==> src/core/esr_pkg.sv <==
// Package with constants and types for the exception state register block.
package esr_pkg;

	// Coprocessor register numbers used by register moves.
	localparam logic [4:0] ESR_REG_STATUS = 5'h0C;
	localparam logic [4:0] ESR_REG_CAUSE = 5'h0D;
	localparam logic [4:0] ESR_REG_RETADDR = 5'h0E;
	localparam logic [4:0] ESR_REG_IDENT = 5'h0F;

	// Status field positions.
	localparam int ESR_ST_IE = 0;
	localparam int ESR_ST_EXL = 1;
	localparam int ESR_ST_ERL = 2;

	// Cause field positions.
	localparam int ESR_CA_BD = 31;
	localparam int ESR_CA_CE_HI = 29;
	localparam int ESR_CA_CE_LO = 28;
	localparam int ESR_CA_IV = 23;
	localparam int ESR_CA_WP = 22;
	localparam int ESR_CA_HW_HI = 15;
	localparam int ESR_CA_HW_LO = 10;
	localparam int ESR_CA_SW_HI = 9;
	localparam int ESR_CA_SW_LO = 8;
	localparam int ESR_CA_EXC_HI = 6;
	localparam int ESR_CA_EXC_LO = 2;

	// Identity field positions.
	localparam int ESR_ID_OPT_LO = 24;
	localparam int ESR_ID_MAKER_LO = 16;
	localparam int ESR_ID_TYPE_LO = 8;
	localparam int ESR_ID_REV_LO = 0;

	// Reset values.
	localparam logic [31:0] ESR_CAUSE_RESET = 32'h0000_0000;
	localparam logic [63:0] ESR_RETADDR_RESET = 64'h0000_0000_0000_0000;
	localparam logic [2:0] ESR_STATUS_RESET = 3'h4;

	// Vector offsets.
	localparam logic [11:0] ESR_VEC_REFILL = 12'h000;
	localparam logic [11:0] ESR_VEC_XREFILL = 12'h080;
	localparam logic [11:0] ESR_VEC_GENERAL = 12'h180;
	localparam logic [11:0] ESR_VEC_SPECIAL_INT = 12'h200;
	localparam logic [11:0] ESR_VEC_CACHE_ERR = 12'h100;
	localparam logic [11:0] ESR_VEC_RESET = 12'h000;

	// Exception cause codes.
	typedef enum logic [4:0] {
		ESR_EXC_INT = 5'h00,
		ESR_EXC_MOD = 5'h01,
		ESR_EXC_TLBL = 5'h02,
		ESR_EXC_TLBS = 5'h03,
		ESR_EXC_ADEL = 5'h04,
		ESR_EXC_ADES = 5'h05,
		ESR_EXC_IBE = 5'h06,
		ESR_EXC_DBE = 5'h07,
		ESR_EXC_SYS = 5'h08,
		ESR_EXC_BP = 5'h09,
		ESR_EXC_RI = 5'h0A,
		ESR_EXC_CPU = 5'h0B,
		ESR_EXC_OV = 5'h0C,
		ESR_EXC_TR = 5'h0D,
		ESR_EXC_FPE = 5'h0F,
		ESR_EXC_IMPL0 = 5'h10,
		ESR_EXC_IMPL1 = 5'h11,
		ESR_EXC_COP2 = 5'h12,
		ESR_EXC_WATCH = 5'h17,
		ESR_EXC_MACHINE_CHECK_FAULT = 5'h18,
		ESR_EXC_CACHE = 5'h1E
	} esr_code_t;

	// Exception classes presented by the pipeline.
	typedef enum logic [2:0] {
		ESR_KIND_NORMAL = 3'h0,
		ESR_KIND_REFILL = 3'h1,
		ESR_KIND_XREFILL = 3'h2,
		ESR_KIND_RESET = 3'h3,
		ESR_KIND_SOFT_RESET = 3'h4,
		ESR_KIND_NMI = 3'h5,
		ESR_KIND_CACHE_ERR = 3'h6
	} esr_kind_t;

	// Entry sequencer states.
	typedef enum logic [2:0] {
		ESR_S_RUN = 3'b001,
		ESR_S_ENTER = 3'b010,
		ESR_S_HANDLER = 3'b100
	} esr_state_t;

endpackage : esr_pkg

==> src/core/esr_entry_if.sv <==
// Interface carrying one exception entry record between block modules.
`timescale 1ns/1ps
interface esr_entry_if;
	import esr_pkg::*;
	logic take;
	esr_kind_t kind;
	esr_code_t code;
	logic in_delay_slot;
	logic [1:0] cop_unit;
	logic [63:0] ret_addr;
	logic debug_mode;
	logic [11:0] vector;
	logic level_set;
	logic error_set;
	logic record_cause;
	modport src (output take, kind, code, in_delay_slot, cop_unit, ret_addr, debug_mode);
	modport dec (input take, kind, code, in_delay_slot, cop_unit, ret_addr, debug_mode,
		output vector, level_set, error_set, record_cause);
	modport use_side (input take, kind, code, in_delay_slot, cop_unit, ret_addr, debug_mode,
		vector, level_set, error_set, record_cause);
endinterface : esr_entry_if

==> src/core/esr_sync2.sv <==
// Two-stage synchroniser for a bundle of asynchronous level inputs.
`timescale 1ns/1ps
module esr_sync2 #(
	parameter int WIDTH = 6
) (
	// Clock and reset.
	input wire logic clk,
	input wire logic rst,
	// Data.
	input wire logic [WIDTH-1:0] din,
	output logic [WIDTH-1:0] dout
);
	logic [WIDTH-1:0] meta_r;

	// First stage feeds only the second stage.
	always_ff @(posedge clk) begin
		if (rst) begin
			meta_r <= '0;
			dout <= '0;
		end else begin
			meta_r <= din;
			dout <= meta_r;
		end
	end
endmodule : esr_sync2

==> src/core/esr_vector_decode.sv <==
// Decoder choosing vector offset and level effects for an exception entry.
`timescale 1ns/1ps
module esr_vector_decode
	import esr_pkg::*;
(
	// Entry record, current exception level and interrupt vector bit.
	esr_entry_if.dec ent,
	input wire logic exception_level_flag,
	input wire logic iv
);
	// Decide vector, which level bit to set, and whether cause is recorded.
	always_comb begin
		ent.vector = ESR_VEC_GENERAL;
		ent.level_set = 1'b0;
		ent.error_set = 1'b0;
		ent.record_cause = 1'b0;
		case (ent.kind)
			ESR_KIND_RESET, ESR_KIND_SOFT_RESET, ESR_KIND_NMI: begin
				ent.vector = ESR_VEC_RESET;
				ent.error_set = 1'b1; // [RULE23]
			end
			ESR_KIND_CACHE_ERR: begin
				ent.vector = ESR_VEC_CACHE_ERR;
				ent.error_set = 1'b1; // [RULE23]
				ent.record_cause = ent.debug_mode; // [RULE15]
			end
			ESR_KIND_REFILL: begin
				ent.vector = exception_level_flag ? ESR_VEC_GENERAL : ESR_VEC_REFILL; // [RULE3]
				ent.level_set = 1'b1; // [RULE1]
				ent.record_cause = 1'b1;
			end
			ESR_KIND_XREFILL: begin
				ent.vector = exception_level_flag ? ESR_VEC_GENERAL : ESR_VEC_XREFILL; // [RULE3]
				ent.level_set = 1'b1; // [RULE1]
				ent.record_cause = 1'b1;
			end
			default: begin
				// Interrupts go to the special vector when selected.
				if (ent.code == ESR_EXC_INT && iv)
					ent.vector = ESR_VEC_SPECIAL_INT; // [RULE8]
				else
					ent.vector = ESR_VEC_GENERAL; // [RULE8]
				ent.level_set = 1'b1; // [RULE1]
				ent.record_cause = 1'b1;
			end
		endcase
	end
endmodule : esr_vector_decode

==> src/core/esr_top.sv <==
// Exception state registers: level bits, cause, return address and identity.
// Notes on behaviour
// [RULE1] Non-reset-class exceptions set the exception level.
// [RULE2] Exception level forces kernel mode, blocks interrupts.
// [RULE3] Refills use general vector while level set.
// [RULE4] Nested exception keeps return address and slot flag.
// [RULE5] Status bit 0 is master interrupt enable.
// [RULE6] Cause bit 31 records delay-slot state.
// [RULE7] Cause 29:28 load coprocessor number each exception; reset, soft reset, NMI and cache error outside debug leave them.
// [RULE8] Cause bit 23 picks 0x180 or 0x200.
// [RULE9] Watch under raised level sets deferred bit.
// [RULE10] Deferred watch bit refuses software zero-to-one writes.
// [RULE11] Cause 15:10 show pending hardware interrupts.
// [RULE12] Cause 9:8 are software interrupt requests.
// [RULE13] Cause 6:2 hold the exception code.
// [RULE14] Further codes: trap, float, coprocessor, watch, check.
// [RULE15] Cache error records code only in debug.
// [RULE16] Reserved cause bits read zero, writes ignored.
// [RULE17] Precise exception saves faulting or branch address.
// [RULE18] Imprecise exception saves resume address.
// [RULE19] Return address is 64 writable bits.
// [RULE20] Identity is read-only preset, four byte fields.
// [RULE21] Unimplemented revision or options read zero.
// [RULE22] Software treats zero maker as older architecture.
// [RULE23] Reset-class exceptions set the error level.
// [RULE24] All entry state updates in one cycle.
`timescale 1ns/1ps
module esr_top
	import esr_pkg::*;
#(
	parameter logic [7:0] COMPANY_OPTIONS = 8'h00,
	parameter logic [7:0] MAKER_IDENTIFIER = 8'h5A, // Arbitrary value.
	parameter logic [7:0] PROCESSOR_TYPE = 8'h3C, // Arbitrary value.
	parameter logic [7:0] REVISION = 8'h00,
	parameter bit WATCH_PRESENT = 1'b1,
	parameter int HW_IRQS = 6
) (
	// Clock and reset.
	input wire logic CLOCK,
	input wire logic RST,
	// Exception entry from the pipeline.
	input wire logic EXC_TAKE,
	input wire esr_kind_t EXC_KIND,
	input wire esr_code_t EXC_CODE,
	input wire logic EXC_IN_DELAY_SLOT,
	input wire logic EXC_PRECISE,
	input wire logic [1:0] EXC_COP_UNIT,
	input wire logic [63:0] EXC_FAULT_PC,
	input wire logic [63:0] EXC_BRANCH_PC,
	input wire logic [63:0] EXC_RESUME_PC,
	input wire logic EXC_DEBUG_MODE,
	// Exception return and watch match.
	input wire logic ERET,
	input wire logic WATCH_MATCH,
	// Interrupt pins from outside the clock domain.
	input wire logic [HW_IRQS-1:0] HW_INT,
	// Register move port.
	input wire logic REG_WRITE,
	input wire logic [4:0] REG_NUM,
	input wire logic [63:0] REG_WDATA,
	output logic [63:0] REG_RDATA,
	// Status toward the pipeline.
	output logic [11:0] VECTOR_OFFSET,
	output logic KERNEL_FORCED,
	output logic INT_REQUEST,
	output logic WATCH_EXC_REQUEST,
	output logic [2:0] STATUS_LEVELS
);
	logic exl_r;
	logic erl_r;
	logic ie_r;
	logic bd_r;
	logic [1:0] ce_r;
	logic iv_r;
	logic wp_r;
	logic [1:0] sw_r;
	logic [4:0] code_r;
	logic [63:0] epc_r;
	logic [HW_IRQS-1:0] hw_sync;
	logic [31:0] cause_view;
	logic [31:0] ident;
	logic [63:0] rdata_nxt;
	logic wr_status;
	logic wr_cause;
	logic wr_epc;
	logic int_nxt;
	logic [63:0] epc_nxt;
	esr_state_t state_r;

	esr_entry_if ent ();

	// Pipeline drives the entry record straight in.
	assign ent.take = EXC_TAKE;
	assign ent.kind = EXC_KIND;
	assign ent.code = EXC_CODE;
	assign ent.in_delay_slot = EXC_IN_DELAY_SLOT;
	assign ent.cop_unit = EXC_COP_UNIT;
	assign ent.ret_addr = epc_nxt;
	assign ent.debug_mode = EXC_DEBUG_MODE;

	// Return address source: resume point, branch or faulting instruction.
	always_comb begin
		if (!EXC_PRECISE)
			epc_nxt = EXC_RESUME_PC; // [RULE18]
		else if (EXC_IN_DELAY_SLOT)
			epc_nxt = EXC_BRANCH_PC; // [RULE17]
		else
			epc_nxt = EXC_FAULT_PC; // [RULE17]
	end

	esr_vector_decode u_dec (
		.ent(ent.dec),
		.exception_level_flag(exl_r),
		.iv(iv_r)
	);

	esr_sync2 #(.WIDTH(HW_IRQS)) u_sync (
		.clk(CLOCK),
		.rst(RST),
		.din(HW_INT),
		.dout(hw_sync)
	);

	assign wr_status = REG_WRITE && (REG_NUM == ESR_REG_STATUS);
	assign wr_cause = REG_WRITE && (REG_NUM == ESR_REG_CAUSE);
	assign wr_epc = REG_WRITE && (REG_NUM == ESR_REG_RETADDR);

	// Entry sequencer tracks running, entering and inside a handler.
	always_ff @(posedge CLOCK) begin
		if (RST) begin
			state_r <= ESR_S_RUN;
		end else begin
			case (state_r)
				ESR_S_RUN: if (EXC_TAKE) state_r <= ESR_S_ENTER;
				ESR_S_ENTER: state_r <= ESR_S_HANDLER;
				ESR_S_HANDLER: if (ERET && !EXC_TAKE) state_r <= ESR_S_RUN;
				default: state_r <= ESR_S_RUN;
			endcase
		end
	end

	// Level bits and master enable; hardware entry wins over a software write.
	always_ff @(posedge CLOCK) begin
		if (RST) begin
			ie_r <= ESR_STATUS_RESET[ESR_ST_IE];
			exl_r <= ESR_STATUS_RESET[ESR_ST_EXL];
			erl_r <= ESR_STATUS_RESET[ESR_ST_ERL];
		end else begin
			if (wr_status) begin
				ie_r <= REG_WDATA[ESR_ST_IE]; // [RULE5]
				exl_r <= REG_WDATA[ESR_ST_EXL];
				erl_r <= REG_WDATA[ESR_ST_ERL];
			end else if (ERET) begin
				// Return clears the error level first, else the exception level.
				if (erl_r)
					erl_r <= 1'b0;
				else
					exl_r <= 1'b0;
			end
			if (EXC_TAKE && ent.level_set)
				exl_r <= 1'b1; // [RULE1] [RULE24]
			if (EXC_TAKE && ent.error_set)
				erl_r <= 1'b1; // [RULE23]
		end
	end

	// Entry record: code, slot flag, coprocessor number, return address.
	always_ff @(posedge CLOCK) begin
		if (RST) begin
			bd_r <= ESR_CAUSE_RESET[ESR_CA_BD];
			ce_r <= ESR_CAUSE_RESET[ESR_CA_CE_HI:ESR_CA_CE_LO];
			code_r <= ESR_CAUSE_RESET[ESR_CA_EXC_HI:ESR_CA_EXC_LO];
			epc_r <= ESR_RETADDR_RESET;
		end else begin
			if (wr_epc)
				epc_r <= REG_WDATA; // [RULE19]
			if (EXC_TAKE && ent.record_cause) begin
				code_r <= EXC_CODE; // [RULE13] [RULE14] [RULE15] [RULE24]
				ce_r <= EXC_COP_UNIT; // [RULE7]
				if (!exl_r && ent.level_set) begin
					bd_r <= EXC_IN_DELAY_SLOT; // [RULE6] [RULE4]
					epc_r <= ent.ret_addr; // [RULE17] [RULE18] [RULE4] [RULE24]
				end
			end
		end
	end

	// Software-writable cause fields; deferred watch set beats any clear.
	always_ff @(posedge CLOCK) begin
		if (RST) begin
			iv_r <= ESR_CAUSE_RESET[ESR_CA_IV];
			sw_r <= ESR_CAUSE_RESET[ESR_CA_SW_HI:ESR_CA_SW_LO];
			wp_r <= ESR_CAUSE_RESET[ESR_CA_WP];
		end else begin
			if (wr_cause) begin
				iv_r <= REG_WDATA[ESR_CA_IV]; // [RULE8]
				sw_r <= REG_WDATA[ESR_CA_SW_HI:ESR_CA_SW_LO]; // [RULE12]
				if (!REG_WDATA[ESR_CA_WP])
					wp_r <= 1'b0; // [RULE10]
			end
			if (WATCH_PRESENT && WATCH_MATCH && (exl_r || erl_r))
				wp_r <= 1'b1; // [RULE9]
			if (!WATCH_PRESENT)
				wp_r <= 1'b0; // [RULE10]
		end
	end

	// Cause as seen by software; reserved bits are zero.
	always_comb begin
		cause_view = 32'h0000_0000; // [RULE16]
		cause_view[ESR_CA_BD] = bd_r;
		cause_view[ESR_CA_CE_HI:ESR_CA_CE_LO] = ce_r;
		cause_view[ESR_CA_IV] = iv_r;
		cause_view[ESR_CA_WP] = wp_r;
		cause_view[ESR_CA_HW_HI:ESR_CA_HW_LO] = hw_sync; // [RULE11]
		cause_view[ESR_CA_SW_HI:ESR_CA_SW_LO] = sw_r;
		cause_view[ESR_CA_EXC_HI:ESR_CA_EXC_LO] = code_r;
	end

	// Preset identity word.
	assign ident = {COMPANY_OPTIONS, MAKER_IDENTIFIER, PROCESSOR_TYPE, REVISION}; // [RULE20] [RULE21]

	// Read multiplexer; unknown register numbers read zero.
	always_comb begin
		case (REG_NUM)
			ESR_REG_STATUS: rdata_nxt = {61'h0, erl_r, exl_r, ie_r};
			ESR_REG_CAUSE: rdata_nxt = {32'h0000_0000, cause_view};
			ESR_REG_RETADDR: rdata_nxt = epc_r;
			ESR_REG_IDENT: rdata_nxt = {32'h0000_0000, ident};
			default: rdata_nxt = 64'h0000_0000_0000_0000;
		endcase
	end

	// Interrupt request needs enable, both levels clear, and a pending source.
	assign int_nxt = ie_r && !exl_r && !erl_r && (|{hw_sync, sw_r}); // [RULE2] [RULE5] [RULE12]

	// Registered outputs.
	always_ff @(posedge CLOCK) begin
		if (RST) begin
			REG_RDATA <= 64'h0000_0000_0000_0000;
			VECTOR_OFFSET <= ESR_VEC_RESET;
			KERNEL_FORCED <= 1'b1;
			INT_REQUEST <= 1'b0;
			WATCH_EXC_REQUEST <= 1'b0;
			STATUS_LEVELS <= ESR_STATUS_RESET;
		end else begin
			REG_RDATA <= rdata_nxt;
			if (EXC_TAKE)
				VECTOR_OFFSET <= ent.vector; // [RULE3] [RULE8]
			KERNEL_FORCED <= exl_r || erl_r; // [RULE2] [RULE23]
			INT_REQUEST <= int_nxt;
			WATCH_EXC_REQUEST <= wp_r && !exl_r && !erl_r; // [RULE9]
			STATUS_LEVELS <= {erl_r, exl_r, ie_r};
		end
	end

endmodule : esr_top

==> config.mk <==
export PLATFORM = sky130hd
export DESIGN_NAME = esr_top
export DESIGN_NICKNAME = d
export VERILOG_FILES = /design/src/core/esr_pkg.sv /design/src/core/esr_entry_if.sv /design/src/core/esr_sync2.sv /design/src/core/esr_vector_decode.sv /design/src/core/esr_top.sv
export SDC_FILE = /design/constraint.sdc
export NUM_CORES = 1
export LEC_CHECK = 0
export BUFFER_PORTS_ARGS = -buffer_cell sky130_fd_sc_hd__buf_2
export CELL_PAD_IN_SITES_DETAIL_PLACEMENT = 2
export CELL_PAD_IN_SITES_GLOBAL_PLACEMENT = 2
export CORE_MARGIN = 8
export CORE_UTILIZATION = 27
export CTS_CLUSTER_DIAMETER = 100
export DETAILED_ROUTE_END_ITERATION = 16
export MAX_ROUTING_LAYER = met4
export PLACE_DENSITY = 0.94
export SLEW_MARGIN = 30
export SYNTH_ARGS = -nofsm -noshare
export SYNTH_HDL_FRONTEND = slang
export SYNTH_SLANG_ARGS = --single-unit
export TNS_END_PERCENT = 100
==> constraint.sdc <==
create_clock -name CLOCK -period 3.85 [get_ports CLOCK]
set_clock_uncertainty 0.05 [all_clocks]
set_input_delay 0.5775 -clock CLOCK [delete_from_list [all_inputs] [get_ports CLOCK]]
set_output_delay 0.5775 -clock CLOCK [all_outputs]
set_load 0.02 [all_outputs]
==> metrics, run 1 <==
layout net count approximately 1,500; pre-CTS setup slack 977 ps; proportion of layout cells with a drive suffix above 1 0.372; routed vias/inst ~4.9; Synth area leaders dfxtp_1 43%, mux2i_1 10%, nor2_1 8.3%; fin crit period 2420 ps; design area around 10,000 sq um; post-synth top area cell dfxtp_1; Initial Util 0.275; status finished, final reports clean; worst hold path class in2reg; hold slack slightly above 300 ps; Post-synth ARST share 0; Slew @ Worst Pin between 900 and 1000 ps; die area between 30,000 and 40,000 sq um; Synth Warn # 0; CTS root buf clkbuf_16; Crit Path Class in2reg; cts hold-fix bufs 0; met3 usage 0.0539; setup TNS 0 ps; setup slack, reg-to-reg 1990 ps; Placed Instance Area between 9000 and 10,000 sq um; initial DRC count approximately 300; routed length per placed instance 22.0 microns; initial antenna violation count 7; met1 GRT Util 0.210; Pwr Total between 4 and 5 mW; register area share after synthesis 0.427; #FFs+latches synth ~160; commonest non-fill, non-tap cell in the layout buf_2; crit path max fanout 35; post-CTS sizing 0; Sw Ratio 0.294; syn avg cell area between 8 and 9 sq um; Max Cap Viol 0; Pleak 4.74 nW; # Post-CTS Setup Buffers 0; Num CTS Buffers 17; DRT Pass-1 Iters 4; Fin. Hold Viols 0; largest net degree at the start of global routing 75; TritonCTS clock tree done; Clock transition at path regs about 80 ps; Routed Wire Length approximately 35,000 microns; period utilization 0.629; TritonCTS Sinks approximately 160; global route total overflow 0; Post-route DRC 0; final core utilization 0.368; Unique masters post-synth 37; EDFF count, synth 0; num rows just over 60; first-pass GRT wire length a little over 50,000 microns; Finished Layout Cells around 1,600; count of input and output buffers about 360; CP Data Required Time between 4000 and 5000 ps; RR Startpoint exl_r; most frequent cells in the layout 355 x buf_2, 167 x nor2_1, 164 x dfxtp_1; Seq pwr share 0.430; CP startpoint REG_NUM[0]; Setup crit end kind register; Antenna Violating Nets Remaining 0; max-slew violations 0; Fill cells 3,265; Area Overhead vs Synth 33.9%; final setup violation count 0; Placer Congestion a little under 0.9; H-Tree Depth 4; DP Wirelength between 20,000 and 30,000 microns; RSZ-0062 raised after global routing no; placed cells ~1,600; GR Util met2 0.371; Logic pwr share 0.144; reported net switching power about 1.2 mW; Die Y roughly 180 microns; Slew headroom 0.373; Cell Area, Synth 7680 sq um; Worst EP arrival ~2700 ps; die width 185 microns; vias in the first global route ~9,000; Critical Path End epc_r[21]; P_int 3.00 mW; Startpoint Class input pin; later-pin clock latency in the skew report between 400 and 500 ps; Most Used Layer, Global Route met2; fmax just over 400 MHz; final worst setup slack 1430 ps; Cells after Synth around 890; Post-synth top flop dfxtp_1; Clock Path Buffers 2; Clock Power Share 0.426; CORE AREA 27,900 sq um; R2R cell count 4; # IOs around 370; Worst VDD drop between 0.2 and 0.25 mV; gr usage total 0.204; pwr dens slightly above 400 nW/um^2; via count about 7,900; share of the synthesized area in the top cell type 0.427; Reg-to-Reg End epc_r[21]
[worst max-delay path: stages]
cell and delay [ps]:
buf_2 350, nand2b_4 240, or2_2 550, buf_4 490, nand2_1 120, a311oi_1 300
[power groups by stage]
stage | logic [mW] | registers (mW) | clock network (mW)
final | 0.611 | 1.82 | 1.81
after floorplan | 0.359 | 1.85 | 0
after detailed placement | 0.615 | 1.86 | 0
after global routing | 0.667 | 1.83 | 1.93
after global placement | 0.578 | 1.86 | 0
after CTS | 0.620 | 1.82 | 1.86
[synth_stat cells, types with 2 or more instances]
| cell type | number |
|---|---|
| or3_1 | 2 |
| and3_1 | 41 |
| mux2i_1 | 80 |
| nand3b_1 | 4 |
| inv_1 | 3 |
| a21oi_1 | 77 |
| and2_1 | 2 |
| a311oi_1 | 27 |
| nor4_1 | 3 |
| buf_6 | 6 |
| dfxtp_1 | 164 |
| nor3_1 | 3 |
| buf_4 | 23 |
| a22oi_1 | 12 |
| buf_2 | 22 |
| or2_2 | 2 |
| clkbuf_1 | 36 |
| nor2b_1 | 15 |
| a311oi_2 | 39 |
| o21ai_0 | 9 |
| nand2_1 | 138 |
| nor2_1 | 170 |
| nand4b_2 | 2 |
[worst min-delay path by stage]
stage | start | end | cells past startpoint
floorplan | u_sync.meta_r[0] | u_sync.dout[0] | 1
global placement | u_sync.meta_r[2] | u_sync.dout[2] | 1
detailed placement | u_sync.meta_r[2] | u_sync.dout[2] | 1
CTS | HW_INT[3] | u_sync.meta_r[3] | 2
global route | HW_INT[3] | u_sync.meta_r[3] | 2
finish | HW_INT[3] | u_sync.meta_r[3] | 2
[cell type report]
cell class / instances / area (sq um) / area share
multi-input cells: 648 / 3960 / 0.385
flip-flops and latches: 164 / 3280 / 0.319
repair buffers: 368 / 1910 / 0.186
well taps: 378 / 473 / 0.0459
clock buffers: 17 / 425 / 0.0413
clock inverters: 15 / 205 / 0.0199
diodes: 8 / 20.0 / 0.00194
inverters: 3 / 11.3 / 0.00109
[registers in the layout (all words and copies together) (netlist names), 2 cells and up]
| register | flops |
|---|---|
| ce_r | 2 |
| VECTOR_OFFSET | 3 |
| epc_r | 64 |
| u_sync.meta_r | 6 |
| code_r | 5 |
| REG_RDATA | 64 |
| sw_r | 2 |
| STATUS_LEVELS | 3 |
| u_sync.dout | 6 |
[metal layers]
metal / routed length (microns) / share of wire / vias up
li1: - / - / 3712
met1: 13600 / 0.39 / 3830
met2: 18300 / 0.52 / 271
met3: 2340 / 0.067 / 50
met4: 918 / 0.026 / 0
met5: 0 / 0 / -
[kinds of logic after synthesis]
kind of cell / synth area share
xor+xnor: 0.00114
flops: 0.427
other cells: 0.000488
compound gates: 0.183
simple gates: 0.219
mux: 0.104
buf+inv: 0.0646
(Power assumes the default switching activity.)
==> run 2: changes to the inputs <==
ABC_AREA = 1   (was not set)
CORE_UTILIZATION = 24   (was 27)
PLACE_DENSITY = 0.91   (was 0.94)
clock period = 2.4 ns   (was 3.85 ns; I/O delays follow)
==> run 2 against run 1 <==
Compared with the run above:
- worst setup slack got worse by 730 ps
- largest power group unchanged
- synthesized cell count rose by 50%
- core utilization shrank 4.6 points
- sequential cell count unchanged
- combinational power up 120%
- cell area increased by 8.4%
- global-route usage is 0.61 points lower
- highest routed layer unchanged
- clock power increased by 59%
==> metrics, run 2 <==
Most Used Layer, Global Route met2 (unchanged); Synth area leaders dfxtp_1 39%, nand2_1 16%, nor2_1 12% (was dfxtp_1 43%, mux2i_1 10%, nor2_1 8.3%); max-slew violations 0 (unchanged); EDFF count, synth 0 (unchanged); CP Data Required Time 2710 ps (was 4120 ps); RSZ-0062 raised after global routing no (unchanged); later-pin clock latency in the skew report 440 ps (was 420 ps); crit path max fanout 64 (was 35); setup TNS 0 ps (unchanged); Regs by FF count REG_RDATA (64), epc_r (64) (unchanged); #FFs+latches synth 164 (unchanged); Post-synth ARST share 0 (unchanged); reported net switching power 2.29 mW (was 1.25 mW); layout net count 1,923 (was 1,488); fin crit period 1700 ps; # Post-CTS Setup Buffers 0 (unchanged); gr usage total 0.198 (was 0.204); Num CTS Buffers 17 (unchanged); syn avg cell area 6.28 sq um (was 8.60 sq um); crit path cell chain buf_2 -> nand2_1 -> nor2_4 -> nand3_4 -> buf_4 -> nand2_1 -> nand2_1 -> clkinv_1 -> nand2_1 -> nand2_1 -> nor2_1 (was buf_2 -> nand2b_4 -> or2_2 -> buf_4 -> nand2_1 -> a311oi_1); proportion of layout cells with a drive suffix above 1 0.253 (was 0.372); Worst EP arrival 2020 ps (was 2690 ps); TritonCTS Sinks 164 (unchanged); initial antenna violation count 11 (was 7); period utilization 0.710; Post-synth top flop dfxtp_1 (unchanged); worst hold path class in2reg (unchanged); Logic pwr share 0.185 (was 0.144); Sw Ratio 0.319 (was 0.294); Max Cap Viol 0 (unchanged); num rows 68 (was 61); Slew @ Worst Pin 859 ps (was 938 ps); top cell family by delay on the critical path buffers and inverters (was simple AND/OR/NAND/NOR gates); post-CTS sizing 0 (unchanged); DP Wirelength 30,300 microns (was 26,900 microns); largest net degree at the start of global routing 129 (was 75); post-synth top area cell dfxtp_1 (unchanged); Cell Area, Synth 8400 sq um (was 7680 sq um); Clock transition at path regs 70 ps (was 80 ps); Post-route DRC 0 (unchanged); TritonCTS clock tree done (unchanged); Fin. Hold Viols 0 (unchanged); pwr dens 644 nW/um^2 (was 412 nW/um^2); first-pass GRT wire length 62,400 microns (was 51,800 microns); die area 41,300 sq um (was 34,100 sq um); register area share after synthesis 0.391 (was 0.427); routed length per placed instance 19.4 microns (was 22.0 microns); CORE AREA 34,500 sq um (was 27,900 sq um); most frequent cells in the layout 357 x nand2_1, 356 x buf_2, 274 x nor2_1 (was 355 x buf_2, 167 x nor2_1, 164 x dfxtp_1); slowest CP cell buf_4 (was or2_2); via count 9,957 (was 7,863); Antenna Violating Nets Remaining 0 (unchanged); count of input and output buffers 358 (unchanged); share of the synthesized area in the top cell type 0.391 (was 0.427); Worst path most repeated cell nand2_1; Synth top cells by count 358 x nand2_1, 274 x nor2_1, 164 x dfxtp_1 (was 170 x nor2_1, 164 x dfxtp_1, 138 x nand2_1); Worst Path Buf+Inv 3 (was 2); Slew headroom 0.428 (was 0.373); CTS root buf clkbuf_16 (unchanged); placed cells 2,073 (was 1,561); final setup violation count 0 (unchanged); Initial Util 0.243 (was 0.275); Synth Warn # 0 (unchanged); Pleak 5.78 nW (was 4.74 nW); vias in the first global route 11,100 (was 8,981); # IOs 368 (unchanged); routed vias/inst 4.71 (was 4.91); commonest non-fill, non-tap cell in the layout nand2_1 (was buf_2); Seq pwr share 0.415 (was 0.430); Clock Power Share 0.400 (was 0.426); Placer Congestion 0.824 (was 0.888); H-Tree Depth 4 (unchanged); Clock Path Buffers 2 (unchanged); cts hold-fix bufs 0 (unchanged); met1 GRT Util 0.217 (was 0.210); initial DRC count 301 (was 303); P_int 4.89 mW (was 3.00 mW); Setup crit end kind register (unchanged); GR Util met2 0.353 (was 0.371); die width 203 microns (was 185 microns); top-count cell post-synth nand2_1 (was nor2_1); Routed Wire Length 41,100 microns (was 35,200 microns); Crit Path Class in2reg (unchanged); Cells after Synth 1,339 (was 894); Finished Layout Cells 2,116 (was 1,601); DRT Pass-1 Iters 4 (unchanged); Die Y 203 microns (was 185 microns); largest stage delay on the critical path 650 ps (was 550 ps); met3 usage 0.0397 (was 0.0539); status finished, final reports clean (unchanged); global route total overflow 0 (unchanged); Unique masters post-synth 24 (was 37); Startpoint Class input pin (unchanged); fmax between 500 and 600 MHz; Area Overhead vs Synth 32.8% (was 33.9%); Worst VDD drop 0.470 mV (was 0.224 mV)
-- run 2: changes by cell type after synthesis, sizes merged, moves of 14 or more --
cell	before	now
nand2	138	358
inv	3	131
nor2	171	278
mux2i	80	0
o21ai	9	81
a311oi	66	0
nand4	1	66
o22ai	0	64
a21oi	78	34
and3	41	0
clkinv	0	34
nor2b	15	0
nand3	1	15
-- run 2: power by group through the flow --
| stage | registers [mW] | logic [mW] | clock network [mW] |
|---|---|---|---|
| 2_1_floorplan | 3.02 | 0.805 | 0 |
| 5_1_grt | 3.00 | 1.50 | 3.06 |
| 3_5_place_dp | 3.05 | 1.34 | 0 |
| 3_3_place_gp | 3.04 | 1.25 | 0 |
| 6_report | 2.98 | 1.33 | 2.87 |
| 4_1_cts | 2.99 | 1.35 | 2.97 |
-- run 2: area by class of cell --
class	count	area (sq um)
fill	4295	23400
multi-input combinational	915	4010
sequential	164	3280
timing repair buffer	374	2040
inverter	165	622
tap	455	569
clock buffer	18	439
clock inverter	14	163
antenna	11	27.5
-- run 2: per-layer routing --
metal	vias to the layer above	wire length (microns)
met2	262	21200
li1	4788	-
met1	4854	17100
met5	-	0
met4	0	1080
met3	53	1770
-- run 2: cells by family (layout without fill, tap and decap cells) --
kind of cell	after synthesis	in the layout	synth area share
AND/OR/NAND/NOR	721	721	0.350
buffers and inverters	268	571	0.138
AO/OA/AOI/OAI	185	185	0.121
flip-flops	164	164	0.391
other	1	20	0.000446
-- run 2: final timing paths --
check	start	to	slack (ps)	cells after the start
worst min-delay path	HW_INT[2]	u_sync.meta_r[2]	80	3
worst min register to register	u_sync.meta_r[1]	u_sync.dout[1]	360	2
worst max-delay path	REG_NUM[3]	epc_r[59]	700	11
worst max register to register	exl_r	epc_r[52]	710	6
-- run 2: worst reg2reg max path, cell delays in order, from the launching register on --
cell and delay, ps:
dfxtp_1 490, inv_1 180, nand3_4 250, buf_12 290, nand2_1 190, nand2_1 80
nor2_1 40
-- run 2: stage by stage --
step,hold slack (ps),total power [mW],instance area [sq um],util,setup WS [ps]
3_5_place_dp,353,4.39,10500,0.305,272
5_1_grt,69.5,7.56,11200,0.323,528
6_report,79.3,7.19,11200,0.323,695
4_1_cts,60.5,7.31,11100,0.322,707
3_3_place_gp,347,4.29,10500,0.305,411
2_1_floorplan,338,3.82,8430,-,1030
==> run 3: changes to the inputs <==
CORE_UTILIZATION = 21   (was 24)
PLACE_DENSITY = 0.86   (was 0.91)
clock period = 1.4 ns   (was 2.4 ns; I/O delays follow)
==> run 3 against run 2 <==
Compared with the run above:
- sequential cell count unchanged
- wire length is 4.3% higher
- cell count up 6.9%
- clock power rose by 73%
- critical path depth shrank 3
- worst hold slack lost 48 ps
- sequential share of layout area decreased by 2.2 points
- die area rose by 13%
- combinational power grew 92%
- core utilization is 1.9 points lower
- largest cell class unchanged
- critical path type unchanged
- count of clock-buffer cells in the layout decreased by 1
- first-iteration DRC count rose by 3.3%
==> metrics, run 3 (synthesis gave the netlist of run 2 again) <==
H-Tree Depth 4 (unchanged); Hold Path Origin EXC_CODE[0] (was HW_INT[2]); die width 216 microns (was 203 microns); gr usage total 0.185 (was 0.198); routed vias/inst 4.54 (was 4.71); Crit Path Class in2reg (unchanged); met2 WL 22,300 microns (was 21,200 microns); Clock transition at path regs 80 ps (was 70 ps); CP startpoint EXC_CODE[1] (was REG_NUM[3]); Worst Path Buf+Inv 3 (unchanged); initial DRC count 311 (was 301); CORE AREA 39,600 sq um (was 34,500 sq um); top cell family by delay on the critical path buffers and inverters (unchanged); Clock Path Buffers 2 (unchanged); stages on the worst setup path 8 (was 11); RSZ-0062 raised after global routing no (unchanged); design area 12,000 sq um (was 11,200 sq um); fin crit period between 1000 and 1500 ps; Reg-to-Reg End epc_r[47] (was epc_r[52]); Pleak 6.24 nW (was 5.78 nW); Post-route DRC 0 (unchanged); crit path cell chain dlygate4sd3_1 -> buf_2 -> nor2_1 -> nand2_1 -> nor3_1 -> buf_4 -> nand4_1 -> a21oi_1 (was buf_2 -> nand2_1 -> nor2_4 -> nand3_4 -> buf_4 -> nand2_1 -> nand2_1 -> clkinv_1 -> nand2_1 -> nand2_1 -> nor2_1); Max Cap Viol 0 (unchanged); via count 10,300 (was 9,957); count of input and output buffers 358 (unchanged); Antenna Violating Nets Remaining 0 (unchanged); WHS Endpoint code_r[0] (was u_sync.meta_r[2]); crit path max fanout 2 (was 64); period utilization 0.941; max-slew violations 0 (unchanged); DRT Pass-1 Iters 4 (unchanged); Fin. Hold Viols 0 (unchanged); top sig layer met4 (unchanged); Routed Wire Length 42,900 microns (was 41,100 microns); Setup crit end kind register (unchanged); # IOs 368 (unchanged); final core utilization 0.304 (was 0.323); proportion of layout cells with a drive suffix above 1 0.283 (was 0.253); TritonCTS Sinks 164 (unchanged); commonest non-fill, non-tap cell in the layout nand2_1 (unchanged); setup slack, reg-to-reg 140 ps (was 710 ps); num rows 73 (was 68); fmax ~760 MHz; layout net count 2,005 (was 1,923); Area Overhead vs Synth 43.3% (was 32.8%); first-pass GRT wire length 66,300 microns (was 62,400 microns); Initial Util 0.212 (was 0.243); worst hold path class in2reg (unchanged); Worst VDD drop 0.539 mV (was 0.470 mV); vias in the first global route 11,800 (was 11,100); most frequent cells in the layout 357 x nand2_1, 356 x buf_2, 274 x nor2_1 (unchanged); initial antenna violation count 3 (was 11); Worst EP arrival 1650 ps (was 2020 ps); final setup violation count 0 (unchanged); TritonCTS clock tree done (unchanged); M1 wire length 17,700 microns (was 17,100 microns); DP Wirelength 33,200 microns (was 30,300 microns); RR Startpoint exl_r (unchanged); slowest CP cell dlygate4sd3_1 (was buf_4); # Post-CTS Setup Buffers 0 (unchanged); R2R cell count 7 (was 6); global route total overflow 0 (unchanged); later-pin clock latency in the skew report 450 ps (was 440 ps); status finished, final reports clean (unchanged); met3 wire length 1940 microns (was 1770 microns); routed length per placed instance 19.0 microns (was 19.4 microns); pwr dens 1050 nW/um^2 (was 644 nW/um^2); Startpoint Class input pin (unchanged); Num CTS Buffers 17 (unchanged); Worst Hold Path Cells 3 (unchanged); Placed Instance Area 11,300 sq um (was 10,500 sq um); largest net degree at the start of global routing 58 (was 129); Die Y 216 microns (was 203 microns); largest stage delay on the critical path 560 ps (was 650 ps); CTS root buf clkbuf_16 (unchanged); Regs by FF count REG_RDATA (64), epc_r (64) (unchanged); die area 46,700 sq um (was 41,300 sq um); CP Data Required Time 1730 ps (was 2710 ps); Placer Congestion 0.891 (was 0.824)
==> run 3: cell count changes in the layout (fill, tap and decap cells not counted), moves of 2 or more <==
cell           delta
clkinvlp_4        -2
diode_2           -7
buf_4            +58
clkinv_4          +4
dlygate4sd3_1    +11
buf_12           +13
==> run 3: worst register-to-register path, stage by stage, from the launching register on <==
cell	delay, ps
dfxtp_1	330
inv_2	110
nand3_4	130
buf_12	180
buf_4	180
nand2_1	70
nand2_1	40
nor2_1	110
==> run 3: per-stage QoR <==
stage          instances  TNS (ps)  power [mW]  hold WS, ps  setup WS, ps
2_1_floorplan       1347         0        6.55          267           179
3_3_place_gp        2214     -7790        7.58          349          -151
3_5_place_dp        2214    -13820        7.75          357          -222
4_1_cts             2257         0        12.8        0.513          34.9
5_1_grt             2259         0        13.3         15.6          15.2
6_report            2261         0        12.6         30.9          82.1
==> run 3: final cells by class <==
| cell class | count | area, sq um |
|---|---|---|
| diodes | 4 | 10.0 |
| clock buffers | 17 | 425 |
| clock inverters | 15 | 185 |
| fillers | 4870 | 27600 |
| inverters | 165 | 622 |
| multi-input cells | 915 | 4010 |
| flip-flops and latches | 164 | 3280 |
| well taps | 525 | 657 |
| repair buffers | 456 | 2850 |
==> run 3: per-layer routing <==
layer	vias up	global-route usage
met4	0	0.0611
li1	4947	-
met3	57	0.0398
met2	287	0.332
met5	-	-
met1	4977	0.201
==> run 3: what timing repair did <==
item / in CTS / in global routing
resized for setup: 0 / 1
endpoints found under the setup margin: 0 / 8
hold endpoints to repair: 11 / 0
hold buffers: 11 / 0
==> run 3: where the power goes <==
group,internal [mW],leakage [nW],switching (mW)
Sequential,4.94,1.34,0.178
Combinational,1.05,4.60,1.50
Clock,2.57,0.299,2.40
==> run 3: how the worst max path moves through the flow <==
stage / end / slack, ps
global route: epc_r[47] / 20
detailed placement: REG_RDATA[22] / -220
global placement: REG_RDATA[22] / -150
finish: VECTOR_OFFSET[9] / 80
CTS: epc_r[47] / 30
floorplan: epc_r[12] / 180
